$ cat src/logic/temp_sensor_consts.vh
/*
 Constants for the temperature sensor serial readout: field positions,
 frame lengths, reset values and conversion timing. Assumes the includer
 works from a 40 MHz system clock.
*/
`ifndef TEMP_SENSOR_CONSTS_VH
`define TEMP_SENSOR_CONSTS_VH

`define CLK_FREQ_HZ        40000000
`define CONV_PERIOD_MS     1500
`define CONV_TIME_US       1200
`define CONV_PERIOD_CYC    (`CLK_FREQ_HZ / 1000 * `CONV_PERIOD_MS)
`define CONV_TIME_CYC      (`CLK_FREQ_HZ / 1000000 * `CONV_TIME_US)
`define TEMP_WIDTH         14
`define SIGN_BIT_POSITION  13
`define FRAME_BITS         16
`define LEAD_ZERO_BITS     2
`define CTRL_WIDTH         16
`define CTRL_PD_BIT        13
`define CTRL_RESET         16'h0000
`define TEMP_RESET         14'h0000

`endif

$ cat src/logic/conv_sequencer.v
/*
 Conversion sequencer: periodic timer, conversion busy window and result
 delivery. Assumes start requests and shutdown come from the same clock.
*/
`timescale 1ns/10ps
`include "temp_sensor_consts.vh"

module conv_sequencer #(
  parameter PERIOD_CYC = `CONV_PERIOD_CYC,
  parameter CONV_CYC   = `CONV_TIME_CYC
) (
  input  wire                     sys_clk_i,
  input  wire                     resetn_i,
  input  wire                     clk_en_i,
  input  wire                     shutdown_i,
  input  wire                     restart_i,
  input  wire                     access_end_i,
  input  wire [`TEMP_WIDTH-1:0]   sample_i,
  output reg                      busy_o,
  output reg                      done_o,
  output reg  [`TEMP_WIDTH-1:0]   result_o
);

  reg [31:0] timer_q;
  reg [31:0] conv_q;
  wire       start_w;

  // A conversion in flight is never restarted by serial activity.
  assign start_w = !busy_o && (restart_i ||
                   (!shutdown_i && (access_end_i || timer_q >= PERIOD_CYC - 1)));

  always @(posedge sys_clk_i or negedge resetn_i) begin
    if (!resetn_i) begin
      timer_q  <= 32'h00000000;
      conv_q   <= 32'h00000000;
      busy_o   <= 1'b0;
      done_o   <= 1'b0;
      result_o <= `TEMP_RESET;
    end else if (clk_en_i) begin
      done_o <= 1'b0;
      if (shutdown_i && !restart_i) begin
        timer_q <= 32'h00000000;
      end else if (access_end_i || restart_i || timer_q >= PERIOD_CYC - 1) begin
        timer_q <= 32'h00000000;
      end else begin
        timer_q <= timer_q + 32'h00000001;
      end
      if (start_w) begin
        busy_o <= 1'b1;
        conv_q <= 32'h00000000;
      end else if (busy_o) begin
        if (conv_q >= CONV_CYC - 1) begin
          busy_o   <= 1'b0;
          done_o   <= 1'b1;
          result_o <= sample_i;
        end else begin
          conv_q <= conv_q + 32'h00000001;
        end
      end
    end
  end

endmodule

$ cat src/logic/temp_sensor_readout.v
/*
 Digital side of a micropower temperature sensor: conversion scheduling,
 result buffering, and the slave serial port. Assumes the serial pins are
 asynchronous to sys_clk_i and that the serial clock is far slower.
*/
`timescale 1ns/10ps
`include "temp_sensor_consts.vh"

module temp_sensor_readout #(
  parameter PERIOD_CYC = `CONV_PERIOD_CYC,
  parameter CONV_CYC   = `CONV_TIME_CYC
) (
  input  wire                     sys_clk_i,
  input  wire                     resetn_i,
  input  wire                     clk_en_i,
  input  wire                     sclk_i,
  input  wire                     cs_n_i,
  input  wire                     sdi_i,
  input  wire [`TEMP_WIDTH-1:0]   adc_sample_i,
  output reg                      sdo_o,
  output reg                      sdo_oe_o,
  output reg                      analog_on_o,
  output reg                      shutdown_o,
  output reg  [`TEMP_WIDTH-1:0]   temperature_value_o
);

  //////////////////////////////////////////////////////////////////////////////
  // Pin synchronisers. Only the second stage is read by logic.

  localparam       PIN_COUNT = 3;
  localparam       PIN_SCLK  = 0;
  localparam       PIN_CS    = 1;
  localparam       PIN_SDI   = 2;
  // Rest levels of the pins: clock and select idle high, data in low.
  localparam [2:0] PIN_IDLE  = 3'h3;

  wire [PIN_COUNT-1:0] pin_raw_w;
  wire [PIN_COUNT-1:0] pin_sync_w;

  assign pin_raw_w = {sdi_i, cs_n_i, sclk_i};

  genvar g;
  generate
    for (g = 0; g < PIN_COUNT; g = g + 1) begin : g_pin_sync
      reg [1:0] stage_q;

      // Reset to the rest level, so that no false edge follows reset.
      always @(posedge sys_clk_i or negedge resetn_i) begin
        if (!resetn_i) begin
          stage_q <= {2{PIN_IDLE[g]}};
        end else if (clk_en_i) begin
          stage_q <= {stage_q[0], pin_raw_w[g]};
        end
      end

      assign pin_sync_w[g] = stage_q[1];
    end
  endgenerate

  //////////////////////////////////////////////////////////////////////////////
  // Edge detection on the synchronised serial clock and chip select.

  reg sclk_d1_q;
  reg cs_d1_q;

  always @(posedge sys_clk_i or negedge resetn_i) begin
    if (!resetn_i) begin
      sclk_d1_q <= 1'b1;
      cs_d1_q   <= 1'b1;
    end else if (clk_en_i) begin
      sclk_d1_q <= pin_sync_w[PIN_SCLK];
      cs_d1_q   <= pin_sync_w[PIN_CS];
    end
  end

  wire sclk_w = pin_sync_w[PIN_SCLK];
  wire cs_w   = pin_sync_w[PIN_CS];
  wire sdi_w  = pin_sync_w[PIN_SDI];
  wire sel_w  = !cs_w;
  wire rise_w = sel_w && sclk_w && !sclk_d1_q;
  wire fall_w = sel_w && !sclk_w && sclk_d1_q;
  // An access ends when select is released, however many bits were shifted.
  wire end_w  = cs_w && !cs_d1_q;

  //////////////////////////////////////////////////////////////////////////////
  // Conversion sequencer and buffer.

  wire                   busy_w;
  wire                   done_w;
  wire [`TEMP_WIDTH-1:0] result_w;
  reg                    restart_q;

  conv_sequencer #(
    .PERIOD_CYC (PERIOD_CYC),
    .CONV_CYC   (CONV_CYC)
  ) u_seq (
    .sys_clk_i    (sys_clk_i),
    .resetn_i     (resetn_i),
    .clk_en_i     (clk_en_i),
    .shutdown_i   (shutdown_o),
    .restart_i    (restart_q),
    .access_end_i (end_w),
    .sample_i     (adc_sample_i),
    .busy_o       (busy_w),
    .done_o       (done_w),
    .result_o     (result_w)
  );

  //////////////////////////////////////////////////////////////////////////////
  // Serial frame registers.

  reg [3:0]             rx_cnt_q;
  reg [3:0]             tx_cnt_q;
  reg [`CTRL_WIDTH-1:0] rx_shift_q;
  reg [`CTRL_WIDTH-1:0] control_word_q;
  reg [`FRAME_BITS-1:0] tx_frame_q;

  //////////////////////////////////////////////////////////////////////////////
  // Port state, one-hot: deselected, selected before the first falling edge,
  // and shifting. The value register is refreshed only on the first falling edge, leaving the idle or armed state.

  localparam [2:0] ST_IDLE  = 3'h1;
  localparam [2:0] ST_ARMED = 3'h2;
  localparam [2:0] ST_SHIFT = 3'h4;

  reg  [2:0] port_state_q;
  reg  [2:0] port_state_d;
  wire       first_w;

  always @* begin
    port_state_d = port_state_q;
    case (port_state_q)
      ST_IDLE: begin
        if (sel_w && fall_w) begin
          port_state_d = ST_SHIFT;
        end else if (sel_w) begin
          port_state_d = ST_ARMED;
        end
      end
      ST_ARMED: begin
        if (!sel_w) begin
          port_state_d = ST_IDLE;
        end else if (fall_w) begin
          port_state_d = ST_SHIFT;
        end
      end
      ST_SHIFT: begin
        if (!sel_w) begin
          port_state_d = ST_IDLE;
        end
      end
      default: begin
        port_state_d = ST_IDLE;
      end
    endcase
  end

  always @(posedge sys_clk_i or negedge resetn_i) begin
    if (!resetn_i) begin
      port_state_q <= ST_IDLE;
    end else if (clk_en_i) begin
      port_state_q <= port_state_d;
    end
  end

  // Any state but shifting counts as before the first falling edge of the access.
  assign first_w = (port_state_q != ST_SHIFT);

  //////////////////////////////////////////////////////////////////////////////
  // Result buffer and value register.

  // Buffer holds every finished result; a result that lands mid-read waits
  // here for the next access rather than corrupting the frame in flight.
  reg  [`TEMP_WIDTH-1:0] buffer_q;
  wire [`TEMP_WIDTH-1:0] fresh_w;
  wire                   load_w;

  // A result finishing on the very edge of the first fall is taken at once.
  assign fresh_w = done_w ? result_w : buffer_q;
  assign load_w  = fall_w && first_w && (tx_cnt_q == 4'h0);

  always @(posedge sys_clk_i or negedge resetn_i) begin
    if (!resetn_i) begin
      buffer_q            <= `TEMP_RESET;
      temperature_value_o <= `TEMP_RESET;
    end else if (clk_en_i) begin
      if (done_w) begin
        buffer_q <= result_w;
      end
      if (load_w) begin
        temperature_value_o <= fresh_w;
      end
    end
  end

  //////////////////////////////////////////////////////////////////////////////
  // Transmit side: two leading zeros, then the value most significant bit first.

  always @(posedge sys_clk_i or negedge resetn_i) begin
    if (!resetn_i) begin
      tx_cnt_q   <= 4'h0;
      tx_frame_q <= 16'h0000;
      sdo_o      <= 1'b0;
      sdo_oe_o   <= 1'b0;
    end else if (clk_en_i) begin
      if (!sel_w) begin
        tx_cnt_q <= 4'h0;
        sdo_oe_o <= 1'b0;
        sdo_o    <= 1'b0;
      end else begin
        sdo_oe_o <= 1'b1;
        if (fall_w) begin
          if (tx_cnt_q == 4'h0) begin
            // Frame reload; the first one of an access also refreshes the value.
            if (first_w) begin
              tx_frame_q <= {{`LEAD_ZERO_BITS{1'b0}}, fresh_w};
            end else begin
              tx_frame_q <= {{`LEAD_ZERO_BITS{1'b0}}, temperature_value_o};
            end
            sdo_o <= 1'b0;
          end else begin
            sdo_o <= tx_frame_q[`FRAME_BITS-1-tx_cnt_q];
          end
          tx_cnt_q <= tx_cnt_q + 4'h1;
        end
      end
    end
  end

  //////////////////////////////////////////////////////////////////////////////
  // Receive side and control register.

  wire [`CTRL_WIDTH-1:0] rx_word_w;
  wire                   last_rise_w;

  // The word as it will stand once the current rising edge is taken.
  assign rx_word_w   = {rx_shift_q[`CTRL_WIDTH-2:0], sdi_w};
  assign last_rise_w = rise_w && (rx_cnt_q == 4'hF);

  always @(posedge sys_clk_i or negedge resetn_i) begin
    if (!resetn_i) begin
      rx_cnt_q   <= 4'h0;
      rx_shift_q <= `CTRL_RESET;
    end else if (clk_en_i) begin
      if (!sel_w) begin
        rx_cnt_q <= 4'h0;
      end else if (rise_w) begin
        rx_shift_q <= rx_word_w;
        rx_cnt_q   <= rx_cnt_q + 4'h1;
      end
    end
  end

  // A partial word never reaches the control register, since only every
  // sixteenth rising edge of an unbroken select window loads it.
  always @(posedge sys_clk_i or negedge resetn_i) begin
    if (!resetn_i) begin
      control_word_q <= `CTRL_RESET;
      shutdown_o     <= 1'b0;
      restart_q      <= 1'b0;
    end else if (clk_en_i) begin
      restart_q <= 1'b0;
      if (last_rise_w) begin
        control_word_q <= rx_word_w;
        // The third bit received sits at the power-down position after 16 shifts.
        shutdown_o     <= rx_word_w[`CTRL_PD_BIT];
        if (control_word_q[`CTRL_PD_BIT] && !rx_word_w[`CTRL_PD_BIT]) begin
          restart_q <= 1'b1;
        end
      end
    end
  end

  //////////////////////////////////////////////////////////////////////////////
  // Analog power indication follows the conversion window one clock later.

  always @(posedge sys_clk_i or negedge resetn_i) begin
    if (!resetn_i) begin
      analog_on_o <= 1'b0;
    end else if (clk_en_i) begin
      analog_on_o <= busy_w;
    end
  end

endmodule

$ cat config.mk
export PLATFORM = sky130hd
export DESIGN_NAME = temp_sensor_readout
export DESIGN_NICKNAME = d
export VERILOG_FILES = /design/src/logic/conv_sequencer.v /design/src/logic/temp_sensor_readout.v
export VERILOG_INCLUDE_DIRS = /design/src /design/src/logic
export SDC_FILE = /design/constraint.sdc
export NUM_CORES = 1
export LEC_CHECK = 0
export CAP_MARGIN = 25
export CORE_MARGIN = 2
export CORE_UTILIZATION = 40
export CTS_BUF_LIST = sky130_fd_sc_hd__clkbuf_4 sky130_fd_sc_hd__clkbuf_8
export CTS_CLUSTER_SIZE = 12
export DETAILED_ROUTE_END_ITERATION = 16
export DONT_BUFFER_PORTS = 1
export HOLD_SLACK_MARGIN = 0.02
export SLEW_MARGIN = 20
export SYNTH_ARGS = -nofsm -noshare
export SYNTH_HDL_FRONTEND = slang
export SYNTH_SLANG_ARGS = --single-unit
export TNS_END_PERCENT = 5
$ cat constraint.sdc
create_clock -name sys_clk_i -period 3.9 [get_ports sys_clk_i]
set_input_delay 0.78 -clock sys_clk_i [delete_from_list [all_inputs] [get_ports sys_clk_i]]
set_output_delay 0.78 -clock sys_clk_i [all_outputs]
set_load 0.03 [all_outputs]
# [Yosys cells after proc, flatten, opt, wreduce, memory -nomap -nowiden]
# Index checks and enable logic that the tools add are counted.
# W data, S select, Z words.
[classes] n_addsub=5 mul=0 div=0 n_lt_le_gt_ge=3 eq_ne=9 n_shift=0 n_mux=31 bitwise_logic=2 reduce_logical=38
[ops] operator="$mux W32" n=5
[ops] operator="$add A32 B1 Y32 const B" n=2
[ops] operator="$ge A32 B16 Y1 const B" n=1
[ops] operator="$ge A32 B26 Y1 const B" n=1
[ops] operator="$lt A32 B5 Y1 const B" n=1
[ops] operator="$mux W14" n=2
[ops] operator="$mux W4" n=4
[ops] operator="$mux W3" n=5
[ops] operator="$logic_and A1 B1 Y1" n=13
[ops] operator="$mux W1" n=13
[ops] operator="$reduce_and A4 Y1" n=3
[ops] operator="$ne A3 B3 Y1 const B" n=3
[ops] operator="$pmux W3 S3" n=1
[ops] operator="$add A4 B1 Y4 const B" n=2
[ops] operator="$logic_not A1 Y1" n=8
[ops] operator="$reduce_and A2 Y1" n=4
[ops] operator="$reduce_and A3 Y1" n=2
[ops] operator="$reduce_bool A2 Y1" n=3
[ops] operator="$sub A4 B4 Y5 const A" n=1
[ops] operator="$bmux W1 S4" n=1
[ops] operator="$eq A4 B4 Y1 const B" n=1
[ops] operator="$logic_not A4 Y1" n=1
[ops] operator="$logic_or A1 B1 Y1" n=4
[ops] operator="$eq A3 B1 Y1 const B" n=1
[ops] operator="other kinds (5)" n=6
[totals] ff_bits=175 latch_bits=0 mem_bits_rw=0 romBits=0 elab_cells=111 memories=0

# [Depth between registers and ports, before layout]
[depth] word_depth=8 ltp_mapped=8

# [Modules after synthesis]
# From an unflattened synthesis, not the netlist that was laid out.
[hier_totals] hier_cells=713 hier_area_um2=7504.7
[modules_own_cells] mod="conv_sequencer" n_inst=1 cells_per_inst=382 area_per_inst_um2=3885.0 seq_area_each_um2=2001.9
[modules_own_cells] mod="temp_sensor_readout" n_inst=1 cells_per_inst=331 area_per_inst_um2=3619.7 seq_area_each_um2=1985.7

# [Least setup slack after synthesis]
# OpenSTA, ideal clock, no wires.
[synth_path] path_kind="in2reg" from="input clk_en_i" to="register u_seq.conv_q[12]" t_arrival_ns=2.303 required_ns=3.822 path_slack_ns=1.519 cell_stages=7 path_buffers=2 path_cell_list="buf_2 > nand2_1 > and3b_1 > nand3_1 > clkbuf_1 > or4_2 > a21oi_1"
[synth_via] elab_chain_cells=1
[synth_rtl] item="from (decl)" line="temp_sensor_readout.v:15" source="input wire clk_en_i,"
[synth_rtl] item="$reduce_and A3 Y1 (no line)"
[synth_rtl] item="to (signal assigned)" line="conv_sequencer.v:57" source="conv_q <= conv_q + 32'h00000001;"
[synth_rtl] item="to (decl)" line="conv_sequencer.v:25" source="reg [31:0] conv_q;"
# No other way between the ends.
# A chain may end at the register's enable or synchronous reset.

# [Worst setup path after layout]
[layout_path] from="register u_seq.conv_q[1]" to="register u_seq.result_o[3]"
[layout_via] elab_chain_cells=2
[layout_rtl] item="$ge A32 B16 Y1" line="conv_sequencer.v:52" source="if (conv_q >= CONV_CYC - 1) begin"
[layout_rtl] item="$reduce_and A4 Y1 (no line)"
[layout_rtl] item="to (signal assigned)" line="conv_sequencer.v:38" source="result_o <= `TEMP_RESET;"
[layout_rtl] item="to (signal assigned)" line="conv_sequencer.v:55" source="result_o <= sample_i;"
[layout_rtl] item="to (decl)" line="conv_sequencer.v:21" source="output reg [`TEMP_WIDTH-1:0] result_o"
# No other way between the ends.

==> results.json <==
{
  "drive_above_1_share": 0.1490,
  "grt-ovfl-total": 0,
  "dpl.hpwl_microns": 9829,
  "max_freq_ghz": 0.3799,
  "synth_edf_count": 0,
  "numPortBuffers": 0,
  "syn-num-nets": 752,
  "drt_wl_total_microns": 15100,
  "synth_ff_type": "dfrtp_1",
  "ff2ff_setup_slack_ns": 1.27,
  "seq_area_frac_synth": 0.5269,
  "grt_pass1_wl_microns": 26230,
  "synthCells": 727,
  "critPathArrivalTime_ns": 2.96,
  "hold_class": "in2async",
  "cp.depth": 6,
  "core-area_sq_um": 18640,
  "avgRoutedWirePerCell_microns": 15.74,
  "async_reset_ff_frac": 1.000,
  "regToRegEndpoint": "u_seq.result_o[3]$_DFFE_PN0P_",
  "cts_root_buf": "clkbuf_8",
  "criticalPathCategory": "reg2reg",
  "initial_utilization": 0.4060,
  "htreeDepth": 4,
  "syn_area_per_cell_sq_um": 10.41,
  "reg2regPathDepth": 6,
  "finalHoldViolCount": 0,
  "skew_ns": 0.01074,
  "post-route-drc-count": 0,
  "power.density_nw_per_um2": 533.0,
  "path_clk_slew_ns": 0.08,
  "io_pins": 38,
  "grt_util_all_layers": 0.1597,
  "crit_start": "u_seq.conv_q[1]$_DFFE_PN0P_",
  "final_cells": 959,
  "cp_top_family": "compound AO/OA/AOI/OAI gates",
  "setup_viol": 0,
  "tightest_slew_ns": 0.9433,
  "first_pass_iters": 4,
  "slowest_delay_ns": 0.54,
  "drv_cap": 0,
  "dp_cells": 927,
  "rsz0062_at_grt": "no",
  "insertion_delay_ns": 0.44,
  "final_common_cell": "dfrtp_1",
  "area_delta_synth_final_pct": 8.150,
  "ant_nets": 0,
  "worst_ep_required_time_ns": 4.23,
  "cp-start-kind": "flop",
  "min_period_ns": 2.632,
  "clkSinkCount": 159,
  "crit_slowest_cell": "a21oi_4",
  "drt-initial-drc-count": 465,
  "peakVddDrop_v": 0.0003034,
  "outcome": "completed",
  "critPathBufInv": 1,
  "fin_setup_tns_ns": 0,
  "die_y_microns": 141.6,
  "relSlewSlack": 0.3700,
  "path_max_fanout": 15,
  "leakage_uw": 0.003363,
  "antenna_found_initial": 0,
  "cts_tree": "yes",
  "r2r-start": "u_seq.conv_q[1]$_DFFE_PN0P_",
  "ys_ff_latch": 159,
  "yosysTopAreaCell": "dfrtp_1",
  "layout_common_cells": "dfrtp_1, nor2_1, a21oi_1",
  "synth_area_sq_um": 7569,
  "endpoint_kind": "flop",
  "synth_top_area_share": 0.5026,
  "die_x_microns": 141.6,
  "clockBufferDepth": 2,
  "crit_end": "u_seq.result_o[3]$_DFFE_PN0P_",
  "dieArea_sq_um": 20040,
  "drv_slew": 0,
  "num_vias": 5414,
  "fill_cells": 1736,
  "rows": 50,
  "yosys-top-cells-area": "dfrtp_1, a21oi_1, mux2_2",
  "yosysWarnings": 0,
  "crit_chain": "ha_1, inv_1, or3_1, a211o_1, a21oi_4, mux2_2",
  "grt_max_degree": 160,
  "period_share": 0.6749,
  "vias_per_cell": 5.645,
  "antenna_cells": 0,
  "postCtsResizedCells": 0,
  "ys_types": 61,
  "numCtsBuffers": 17,
  "gp_congestion": 0.8314,
  "grt_pass1_vias": 5392,
  "nNetsFinal": 737
}
[area by class of cell]
class                   count  area [sq um]  share of cell area
multi-input cells         495          3302              0.4034
inverters                  29         108.9             0.01330
clock inverters            10         140.1             0.01712
well taps                 234         292.8             0.03577
flip-flops and latches    159          3988              0.4872
repair buffers             10         82.58             0.01009
clock buffers              22         271.5             0.03317
[flip-flops by register name (all words and copies together) (netlist names), 3 cells and up]
signal,count
u_seq.timer_q,32
tx_frame_q,14
g_pin_sync.stage_q,6
buffer_q,14
temperature_value_o,14
rx_shift_q,13
rx_cnt_q,4
u_seq.result_o,14
u_seq.conv_q,32
tx_cnt_q,4
port_state_q,3
[kinds of logic (layout without fill, tap and decap cells)]
logic type,Yosys count,in the layout,synth area share
DFF,159,159,0.5269
buffers and inverters,73,71,0.03967
and+or+nand+nor,245,245,0.1724
adders and majority gates,5,5,0.008266
AOI/OAI and AO/OA,186,186,0.1592
muxes,59,59,0.09357
[cell usage after synthesis (15+ instances only)]
master      n
nand3_1    19
mux2i_1    19
nand2_1    41
dfrtp_1   152
mux2_2     28
nor2b_1    29
clkbuf_1   36
inv_1      28
nor2_1     67
a21oi_1    66
o21ai_0    33
o211ai_1   15
[metal layers]
metal | vias up | part of all wire | GRT usage
li1 | 2636 | - | -
met1 | 2672 | 0.47 | 0.2131
met2 | 91 | 0.49 | 0.2570
met3 | 15 | 0.038 | 0.03544
met4 | 0 | 0.0099 | 0.05947
met5 | - | 0 | 0
[worst min-delay path by stage]
stage	end	slack (ns)	cells after the start
finish	u_seq.timer_q[21]$_DFFE_PN0P_	0.03	0
global route	rx_shift_q[1]$_DFFE_PN0P_	-0.02	0
CTS	u_seq.result_o[12]$_DFFE_PN0P_	-0.005	0
detailed placement	tx_frame_q[11]$_DFFE_PN0P_	0.47	2
global placement	tx_frame_q[8]$_DFFE_PN0P_	0.46	2
floorplan	tx_frame_q[12]$_DFFE_PN0P_	0.44	2
[stage by stage]
stage | instance area, sq um | setup WS, ns | utilization | power, uW | hold WS [ns]
floorplan | 7569 | 1.519 | - | 2929 | 0.4444
global placement | 7759 | 1.292 | 0.4162 | 3089 | 0.4594
detailed placement | 7774 | 1.250 | 0.4170 | 3141 | 0.4710
CTS | 8185 | 1.231 | 0.4391 | 4408 | -0.004974
global route | 8185 | 1.060 | 0.4391 | 4636 | -0.01581
finish | 8185 | 1.268 | 0.4391 | 4363 | 0.02967
[power by group]
| part | switching, uW | total [uW] | internal [uW] | leakage (uW) |
|---|---|---|---|---|
| sequential | 460 | 2410 | 1950 | 0.00204 |
| clock | 592 | 1260 | 669 | 0.000205 |
| combinational | 349 | 688 | 339 | 0.00111 |
[repair_timing]
item                                    4_1_cts  5_1_grt
endpoints found under the setup margin        0        0
setup buffers                                 0        0
endpoints found under the hold margin       152      144
No activity file was read; power rests on OpenSTA's default activity.
